### config.mk
export PLATFORM = sky130hd
export DESIGN_NAME = serial_port_select_i2c_slave
export DESIGN_NICKNAME = d
export VERILOG_FILES = /design/src/design/i2c_port_pkg.sv /design/src/design/serial_port_select_i2c_slave.sv /design/src/design/write_fifo.sv
export SDC_FILE = /design/constraint.sdc
export NUM_CORES = 1
export LEC_CHECK = 0
export ABC_AREA = 1
export BUFFER_PORTS_ARGS = -buffer_cell sky130_fd_sc_hd__buf_4
export CAP_MARGIN = 10
export CORE_ASPECT_RATIO = 0.8
export CORE_UTILIZATION = 55
export CTS_CLUSTER_SIZE = 25
export DETAILED_ROUTE_END_ITERATION = 16
export GPL_TIMING_DRIVEN = 0
export PLACE_DENSITY = 0.83
export SETUP_SLACK_MARGIN = 0.3
export SKIP_LAST_GASP = 1
export SYNTH_ARGS = -nofsm -noshare
export SYNTH_HDL_FRONTEND = slang
export SYNTH_SLANG_ARGS = --single-unit
### constraint.sdc
create_clock -name clk_sys -period 7.15 [get_ports clk_sys]
set_clock_uncertainty 0.05 [all_clocks]
set_input_delay 0.3575 -clock clk_sys [delete_from_list [all_inputs] [get_ports clk_sys]]
set_output_delay 0.3575 -clock clk_sys [all_outputs]
set_load 0.03 [all_outputs]
### src/design/i2c_port_pkg.sv
// constants and carrier types for the serial port select and two-wire slave
// Notes on behaviour
// - straps sampled at reset; both low selects SPI
// - upper five address bits fixed at 11000
// - two low address bits follow strap pins
// - works at 100 kHz and 400 kHz
// - slave only, never drives SCL
// - SDA changes only while SCL low
// - start is SDA fall while SCL high
// - stop is SDA rise while SCL high
// - eight bits MSB first, then acknowledge bit
// - ack low on ninth pulse, nack high
// - ack own address only, else idle
// - write: two address bytes high first, then data
// - read returns register data on SDA
// - unlimited bytes, address increments per byte
// - master nack ends read, SDA released
// - repeated start or stop anywhere, discard byte
// - nack data byte after write to 0x234
// - reads after register 0x234 return 0x00
// - address-only write just loads pointer
package i2c_port_pkg;
  localparam logic [4:0] ADDR_HIGH_BITS = 5'h18;
  localparam logic [15:0] LAST_REG = 16'h0234;
  localparam logic [7:0] BLANK_BYTE = 8'h00;
  localparam logic [15:0] PTR_RESET = 16'h0000;
  localparam int SYS_CLK_HZ = 100_000_000;
  localparam int FIFO_DEPTH = 8;
  localparam int FIFO_WIDTH = 24;

  typedef enum logic [2:0] {
    ST_IDLE, ST_ADDR, ST_ADDR_ACK, ST_WR_BYTE, ST_WR_ACK, ST_RD_BYTE, ST_RD_ACK
  } slave_state_e;

  // register write handed to the configuration side
  typedef struct packed {
    logic [15:0] addr;
    logic [7:0] data;
  } reg_write_s;
endpackage

### src/design/serial_port_select_i2c_slave.sv
// strap-selected serial port front end with a two-wire register slave
`timescale 1ns/1ps
module serial_port_select_i2c_slave
  import i2c_port_pkg::*;
#(
  parameter int DEPTH = FIFO_DEPTH
) (
  input wire logic clk_sys,
  input wire logic rst_n,
  input wire logic port_select_upper_strap,
  input wire logic port_select_lower_strap,
  input wire logic scl_in,
  input wire logic sda_in,
  output logic sda_out,
  output logic sda_oe,
  output logic spi_enable,
  output logic i2c_enable,
  output logic wr_valid,
  input wire logic wr_ready,
  output reg_write_s wr_req,
  output logic [15:0] rd_addr,
  input wire logic [7:0] rd_data
);
  // scl is never driven here: no scl output exists
  typedef struct packed {
    logic [1:0] strap_s1;
    logic [1:0] strap_s2;
    logic [1:0] scl_s;
    logic [1:0] sda_s;
    logic scl_q;
    logic sda_q;
    logic strap_done;
    logic spi_en;
    logic i2c_en;
    logic [1:0] addr_lsb;
    slave_state_e fsm;
    logic [3:0] bitcnt;
    logic [7:0] shreg;
    logic [1:0] idx;
    logic [15:0] ptr;
    logic past_last;
    logic wr_nack;
    logic rd_dir;
    logic sda_low;
    logic push;
    reg_write_s push_data;
  } slave_state_s;
  slave_state_s st, next_st;

  logic scl, sda, scl_rise, scl_fall, start_seen, stop_seen, fifo_ready;
  logic [6:0] own_addr;

  assign scl = st.scl_s[1];
  assign sda = st.sda_s[1];
  assign scl_rise = scl && !st.scl_q;
  assign scl_fall = !scl && st.scl_q;
  // filtered with two-flop sync; 10 ns sampling covers 400 kHz easily
  assign start_seen = scl && st.scl_q && st.sda_q && !sda;
  assign stop_seen = scl && st.scl_q && !st.sda_q && sda;
  assign own_addr = {ADDR_HIGH_BITS, st.addr_lsb};

  always_comb begin
    next_st = st;
    next_st.strap_s1 = {st.strap_s1[0], port_select_upper_strap};
    next_st.strap_s2 = {st.strap_s2[0], port_select_lower_strap};
    next_st.scl_s = {st.scl_s[0], scl_in};
    next_st.sda_s = {st.sda_s[0], sda_in};
    next_st.scl_q = scl;
    next_st.sda_q = sda;
    next_st.push = 1'b0;
    // straps caught once after reset release, once sync has settled
    if (!st.strap_done && st.bitcnt == 4'h3) begin
      next_st.strap_done = 1'b1;
      next_st.spi_en = !st.strap_s1[1] && !st.strap_s2[1];
      next_st.i2c_en = st.strap_s1[1] || st.strap_s2[1];
      // upper low/lower high -> 00, high/low -> 01, both high -> 10
      next_st.addr_lsb = {st.strap_s1[1] && st.strap_s2[1],
                          st.strap_s1[1] && !st.strap_s2[1]};
      next_st.bitcnt = 4'h0;
    end else if (!st.strap_done) begin
      next_st.bitcnt = st.bitcnt + 4'h1;
    end else if (!st.i2c_en) begin
      next_st.sda_low = 1'b0;
    end else if (start_seen) begin
      // partial byte dropped, repeated start accepted
      next_st.fsm = ST_ADDR;
      next_st.bitcnt = 4'h0;
      next_st.sda_low = 1'b0;
      next_st.idx = 2'd0;
      next_st.wr_nack = 1'b0;
    end else if (stop_seen) begin
      next_st.fsm = ST_IDLE;
      next_st.sda_low = 1'b0;
    end else begin
      case (st.fsm)
        ST_IDLE: next_st.sda_low = 1'b0;
        ST_ADDR, ST_WR_BYTE: begin
          if (scl_rise) begin
            // msb first, eight bits
            next_st.shreg = {st.shreg[6:0], sda};
            next_st.bitcnt = st.bitcnt + 4'h1;
          end else if (scl_fall && st.bitcnt == 4'h8) begin
            next_st.bitcnt = 4'h0;
            if (st.fsm == ST_ADDR) begin
              if (st.shreg[7:1] == own_addr) begin
                next_st.fsm = ST_ADDR_ACK;
                next_st.rd_dir = st.shreg[0];
                next_st.sda_low = 1'b1;
              end else begin
                next_st.fsm = ST_IDLE;
              end
            end else begin
              next_st.fsm = ST_WR_ACK;
              if (st.idx == 2'd0) begin
                next_st.ptr[15:8] = st.shreg;
                next_st.idx = 2'd1;
                next_st.sda_low = 1'b1;
              end else if (st.idx == 2'd1) begin
                // address-only write leaves the pointer loaded
                next_st.ptr[7:0] = st.shreg;
                next_st.idx = 2'd2;
                next_st.past_last = 1'b0;
                next_st.sda_low = 1'b1;
              end else if (st.wr_nack || !fifo_ready) begin
                // fifo full also nacks rather than losing data
                next_st.sda_low = 1'b0;
              end else begin
                next_st.push = 1'b1;
                next_st.push_data = '{addr: st.ptr, data: st.shreg};
                next_st.ptr = st.ptr + 16'h1;
                next_st.wr_nack = st.ptr == LAST_REG;
                next_st.sda_low = 1'b1;
              end
            end
          end
        end
        ST_ADDR_ACK, ST_WR_ACK: begin
          if (scl_fall) begin
            next_st.sda_low = 1'b0;
            if (st.fsm == ST_WR_ACK && !st.sda_low) begin
              next_st.fsm = ST_IDLE;
            end else if (st.rd_dir) begin
              // first data bit driven while scl low
              next_st.fsm = ST_RD_BYTE;
              next_st.shreg = st.past_last ? BLANK_BYTE : rd_data;
              next_st.sda_low = !(st.past_last ? BLANK_BYTE[7] : rd_data[7]);
              next_st.bitcnt = 4'h0;
            end else begin
              next_st.fsm = ST_WR_BYTE;
            end
          end
        end
        ST_RD_BYTE: begin
          if (scl_fall) begin
            if (st.bitcnt == 4'h7) begin
              next_st.sda_low = 1'b0;
              next_st.fsm = ST_RD_ACK;
              next_st.past_last = st.past_last || st.ptr == LAST_REG;
              next_st.ptr = st.ptr + 16'h1;
              next_st.bitcnt = 4'h0;
            end else begin
              next_st.shreg = {st.shreg[6:0], 1'b0};
              next_st.sda_low = !st.shreg[6];
              next_st.bitcnt = st.bitcnt + 4'h1;
            end
          end
        end
        ST_RD_ACK: begin
          if (scl_rise) begin
            next_st.bitcnt = {3'h0, sda};
          end else if (scl_fall) begin
            if (st.bitcnt[0]) begin
              next_st.fsm = ST_IDLE;
              next_st.sda_low = 1'b0;
            end else begin
              next_st.fsm = ST_RD_BYTE;
              next_st.shreg = st.past_last ? BLANK_BYTE : rd_data;
              next_st.sda_low = !(st.past_last ? BLANK_BYTE[7] : rd_data[7]);
            end
            next_st.bitcnt = 4'h0;
          end
        end
        default: next_st.fsm = ST_IDLE;
      endcase
    end
  end

  always_ff @(posedge clk_sys) begin
    if (!rst_n) begin
      st <= '0;
      st.scl_s <= 2'b11;
      st.sda_s <= 2'b11;
      st.scl_q <= 1'b1;
      st.sda_q <= 1'b1;
      st.ptr <= PTR_RESET; // kept across transfers
      st.fsm <= ST_IDLE;
    end else begin
      st <= next_st;
    end
  end

  write_fifo #(.WIDTH(FIFO_WIDTH), .DEPTH(DEPTH)) u_fifo (
    .clk_sys(clk_sys),
    .rst_n(rst_n),
    .in_valid(st.push),
    .in_ready(fifo_ready),
    .in_data(st.push_data),
    .out_valid(wr_valid),
    .out_ready(wr_ready),
    .out_data(wr_req)
  );

  assign sda_out = 1'b0;
  assign sda_oe = st.sda_low;
  assign spi_enable = st.spi_en;
  assign i2c_enable = st.i2c_en;
  assign rd_addr = st.ptr;
endmodule

### src/design/write_fifo.sv
// small synchronous FIFO for register writes
`timescale 1ns/1ps
module write_fifo #(
  parameter int WIDTH = 24,
  parameter int DEPTH = 8
) (
  input wire logic clk_sys,
  input wire logic rst_n,
  input wire logic in_valid,
  output logic in_ready,
  input wire logic [WIDTH-1:0] in_data,
  output logic out_valid,
  input wire logic out_ready,
  output logic [WIDTH-1:0] out_data
);
  localparam int AW = $clog2(DEPTH);
  typedef struct packed {
    logic [AW:0] wr;
    logic [AW:0] rd;
  } fifo_state_s;
  fifo_state_s st, next_st;
  logic [WIDTH-1:0] mem [DEPTH];
  logic push, pop;

  assign push = in_valid && in_ready;
  assign pop = out_valid && out_ready;
  assign in_ready = (st.wr - st.rd) != (AW+1)'(DEPTH);
  assign out_valid = st.wr != st.rd;
  assign out_data = mem[st.rd[AW-1:0]];

  always_comb begin
    next_st = st;
    if (push) next_st.wr = st.wr + 1'b1;
    if (pop) next_st.rd = st.rd + 1'b1;
  end

  always_ff @(posedge clk_sys) begin
    if (!rst_n) st <= '0;
    else st <= next_st;
    if (push) mem[st.wr[AW-1:0]] <= in_data;
  end
endmodule

* After elaboration in Yosys (flattened, before gate mapping)
Memory sizes are Yosys's and may differ from the RTL's. A register that Yosys moved wholly into a read port is not among the register bits.
Cells that the tools add are included.
** Cells by class
- Add/subtract/negate cells :: 5
- Equal/unequal tests :: 64
- Muxes and demuxes :: 92
- Bitwise logic cells :: 13
- Reductions and logical operators :: 51
** Operators with widths (number)
- $mux W25 :: 4
- $mux W16 :: 6
- $mux W47 :: 2
- $mux W33 :: 2
- $mux W8 :: 8
- $mux W17 :: 3
- $ne A4 B4 Y1 const B :: 12
- $pmux W12 S4 :: 1
- $mux W15 :: 3
- $ne A2 B2 Y1 const B :: 21
- $ne A5 B5 Y1 const B :: 8
- $reduce_and A13 Y1 :: 3
- $pmux W17 S2 :: 1
- $mux W2 :: 15
- $mux W3 :: 10
- $mux W1 :: 24
- $mux W12 :: 2
- $ne A8 B8 Y1 const B :: 3
- $reduce_and A11 Y1 :: 2
- $mux W10 :: 2
- $mux W20 :: 1
- $reduce_and A10 Y1 :: 2
- $reduce_and A9 Y1 :: 2
- $add A16 B1 Y16 const B :: 1
- 34 further kinds :: 87
** Storage, ports and cells
- Flip-flop bits (word level) :: 85
- Bits in writable memories :: 192
- Output and inout bits :: 45
- Memories :: 1
** Memories
- u_fifo.mem :: words 8, bits a word 24, read ports 1, clocked after memory_dff 1, write ports 1, RTL line write_fifo.sv:22 : logic [WIDTH-1:0] mem [DEPTH];

* Depth between registers and ports, before layout
- Depth in word-level cells :: 20
- Gate-level depth with buffers :: 16
- Mapped depth without buffers :: 15

* Hierarchy
A second synthesis with hierarchy kept.
** Second synthesis, totals
- Cells, all modules :: 1369
- Area total of the unflattened synthesis :: 12628.4 µm²
** Modules (own cells, without submodules)
- write_fifo :: times used 1, cells each 642, area each 8111.5 µm², sequential area each 5985.7 µm²
- serial_port_select_i2c_slave :: times used 1, cells each 727, area each 4516.8 µm², sequential area each 1541.5 µm²

* Least setup slack after synthesis
No wires, ideal clock.
- Path kind :: reg-to-reg
- Start :: register u_fifo.st[1] in the netlist's numbering
- End :: memory u_fifo.mem[6][0], enable pin
- Setup time :: 435 ps
- Arrival :: 2866 ps
- Slack :: 3799 ps
- Stages on the path, launching flop included :: 10
- Period minus slack after synthesis :: 3351 ps
- Cells stage by stage :: dfxtp_1 inv_1 ha_1 nand2_1 nand2_1 nand2_1 nand2_1 nand3_1 nand3_1 nor3_1
** Between the ends
- Longest elaborated chain between the ends :: 5
** Ends and longest elaborated chain
- from (decl) :: RTL line write_fifo.sv:21 : fifo_state_s st, next_st;
- from (signal assigned) :: RTL line write_fifo.sv:39 : else st <= next_st;
- $sub A4 B4 Y4 :: RTL line write_fifo.sv:27 : assign in_ready = (st.wr - st.rd) != (AW+1)'(DEPTH);
- $ne A4 B4 Y1 :: RTL line write_fifo.sv:27
- $logic_and A1 B1 Y1 :: RTL line write_fifo.sv:25 : assign push = in_valid && in_ready;
- $mux W1 :: RTL line write_fifo.sv:40 : if (push) mem[st.wr[AW-1:0]] <= in_data;
- $mux W1 (not written as such) :: RTL line write_fifo.sv:40
- to (decl) :: RTL line write_fifo.sv:22
No other way between the ends.

==> impl_metrics.tcl <==
set metrics [dict create \
    fill_cells 1732 \
    die_w_um 170.3 \
    wl_mm 32.45 \
    finalWorstSetupSlack_ps 3626 \
    initial_utilization_pct 56.98 \
    drive_above_1_share_pct 11.22 \
    worst_pin_slew_ps 923.3 \
    grt_util_all_layers_pct 28.50 \
    status "finished, final reports clean" \
    drv_cap 0 \
    drt_drc_violations_left 0 \
    place_ws_ps 4272 \
    synth_top_family_by_area "simple AND/OR/NAND/NOR gates" \
    areaGrowthSynthToFinish_pct 14.78 \
    rows 48 \
    portBuffers 57 \
    slew_headroom_pct 38.30 \
    synth_seq_cells 280 \
    mostFrequentLayoutCell "nor2_1" \
    core_mm2 0.02186 \
    synth_area_mm2 0.01246 \
    synth-xor-area-share_pct 0.5625 \
    cts.sinks 280 \
    crit_fanout 10 \
    synthCells 1364 \
    post_cts_buffers 0 \
    finalSetupTns_ps 0 \
    clockBufferDepth 3 \
    finalSetupViolCount 0 \
    viasPerCell 5.639 \
    die_y_um 136.6 \
    critical_path.slowest_cell "clkbuf_1" \
    antenna-diode-count 0 \
    post-route-util_pct 65.41 \
    total_power_mw 3.354 \
    synthAdderAreaFrac_pct 0.9040 \
    power_density_mw_per_mm2 234.6 \
    p_leak_nw 5.290 \
    synth_compound_area_share_pct 10.67 \
    hold_class "primary input to register" \
    gr-total-overflow 0 \
    crit_type "register to output pin" \
    dp_hpwl_mm 22.02 \
    place_congestion 0.9183 \
    clkLatencyLatePin_ps 540 \
    yosys.area_share.simple_pct 21.13 \
    final_area_mm2 0.01430 \
    startpoint_type "register" \
    grt_max_degree 27 \
    ys_warn_count 0 \
    htree_num_levels 1 \
    finalHoldViolCount 0 \
    synth_area_per_cell_um2 9.133 \
    crit_arrival_ps 3120 \
    report.final.slew_viol_count 0 \
    crit_top_cell "clkbuf_1" \
    ys_seq_area_share_pct 60.43 \
    synthesis.nets 1388 \
    synthMuxAreaShare_pct 0 \
    avgRoutedWirePerCell_um 18.24 \
    cts_root_buf "clkbuf_16" \
    grt_pass1_wl_mm 50.37 \
    required_ps 6740 \
    placement.cell_area_mm2 0.01339 \
    fmax_ghz 0.2838 \
    layout_common_cells "293 x nor2_1, 222 x nand2_1, 192 x edfxtp_1" \
    layout.nets 1482 \
    tritoncts.num_buffers 27 \
    first_global_vias 9390 \
    rsz0062_at_grt "false" \
    crit_chain "clkbuf_1 -> clkbuf_1 -> clkbuf_1 -> nor2_1 -> o22ai_1 -> nor2_1 -> a31oi_1 -> buf_4" \
    cp-end-kind "output pin" \
    clkTransAtPathRegs_ps 60 \
    ir_drop_v 0.0001602 \
    antenna_found_initial 0 \
    max_stage_delay_ps 580 \
    ant_nets 0 \
    tritoncts "done" \
    min_period_ps 3524 \
    io_pins 60 \
    ctsHoldBuffers 4 \
    cts_resized 0 \
    first_iter_violations 1247 \
    vias 10030 \
    synth_cell_types 45 \
    drtPass1Iterations 6 \
    fin_crit_sh_pct 49.29 \
    die_area_mm2 0.02326 \
]
[Yosys cell counts (all sizes together)]
cell type / count / area, um2
a32o: 1 / 10.01
dfxtp: 88 / 1762
nand4: 15 / 100.1
nor2: 307 / 1190
a31o: 1 / 8.760
conb: 1 / 3.750
o211a: 1 / 10.01
xor2: 4 / 35.03
clkbuf: 44 / 166.4
inv: 109 / 411.6
and3: 1 / 6.260
or2: 4 / 25.02
nor3: 18 / 90.09
edfxtp: 192 / 5766
a21oi: 44 / 224.0
o21a: 2 / 15.01
ha: 9 / 112.6
nor4: 1 / 6.260
a31oi: 25 / 156.4
a21boi: 1 / 7.510
xnor2: 4 / 35.03
buf: 29 / 203.9
o211ai: 2 / 15.01
nand3b: 1 / 7.510
nand3: 64 / 337.8
a211oi: 1 / 7.510
o21ai: 144 / 724.4
nand2: 227 / 869.6
o22ai: 24 / 150.1
[power by group]
group          switching, mW  internal, mW  total, mW
sequential            0.0131          1.72       1.73
clock                  0.622         0.767       1.39
combinational          0.157        0.0728      0.229
total                  0.792          2.56       3.35
[per-stage QoR]
| step | hold slack [ps] | std cells |
|---|---|---|
| floorplan | 340.5 | 1364 |
| global placement | 345.8 | 1721 |
| detailed placement | 351.2 | 1725 |
| CTS | 148.4 | 1779 |
| global route | 175.5 | 1779 |
| finish | 161.6 | 1779 |
[flip-flops by register name, indices dropped and copies added, names as in the netlist, named ones only]
| register | count |
|---|---|
| u_fifo.mem | 192 |
| st | 50 |
| rd_addr | 16 |
| u_fifo.st | 8 |
| next_st | 6 |
| own_addr | 2 |
| i2c_enable | 1 |
| sda_oe | 1 |
| spi_enable | 1 |
[layout make-up]
class | count | area (um2) | share of cell area, %
buffer | 73 | 370.4 | 2.590
timing repair buffer | 65 | 549.3 | 3.841
clock inverter | 12 | 100.1 | 0.7000
tap | 300 | 375.4 | 2.625
multi-input combinational | 902 | 4195 | 29.34
sequential | 280 | 7527 | 52.64
inverter | 109 | 411.6 | 2.879
clock buffer | 38 | 769.5 | 5.382
[kinds of logic (layout without fill, tap and decap cells)]
| kind of cell | after synthesis | in the layout |
|---|---|---|
| xor+xnor | 8 | 8 |
| flops | 280 | 280 |
| compound gates | 246 | 246 |
| simple gates | 638 | 638 |
| fa+ha+maj | 9 | 9 |
| buf+inv | 182 | 297 |
| other cells | 1 | 1 |
[layer usage]
layer  global-route usage, %  share of wire [%]  vias to the layer above
met5                       0                  0                        -
li1                        -                  -                     4780
met2                   46.79                 47                      553
met3                   4.020                9.9                       70
met4                   9.459                2.3                        0
met1                   39.21                 41                     4629
[worst max-delay path, delay by kind of cell, from the launching register on]
family | cells | cell delay (ps)
flops | 1 | 310
simple gates | 2 | 210
compound gates | 2 | 540
buf+inv | 4 | 1520
[worst paths after layout]
kind | start | cells past startpoint | slack (ps) | to
min reg2reg | next_st[72] | 1 | 360 | next_st[68]
max reg2reg | u_fifo.st[1] | 10 | 4270 | u_fifo.mem[0][17]
max | register | 8 | 3630 | wr_req[22]
min | wr_ready | 3 | 160 | u_fifo.st[1]
No activity file was read; power rests on OpenSTA's default activity.
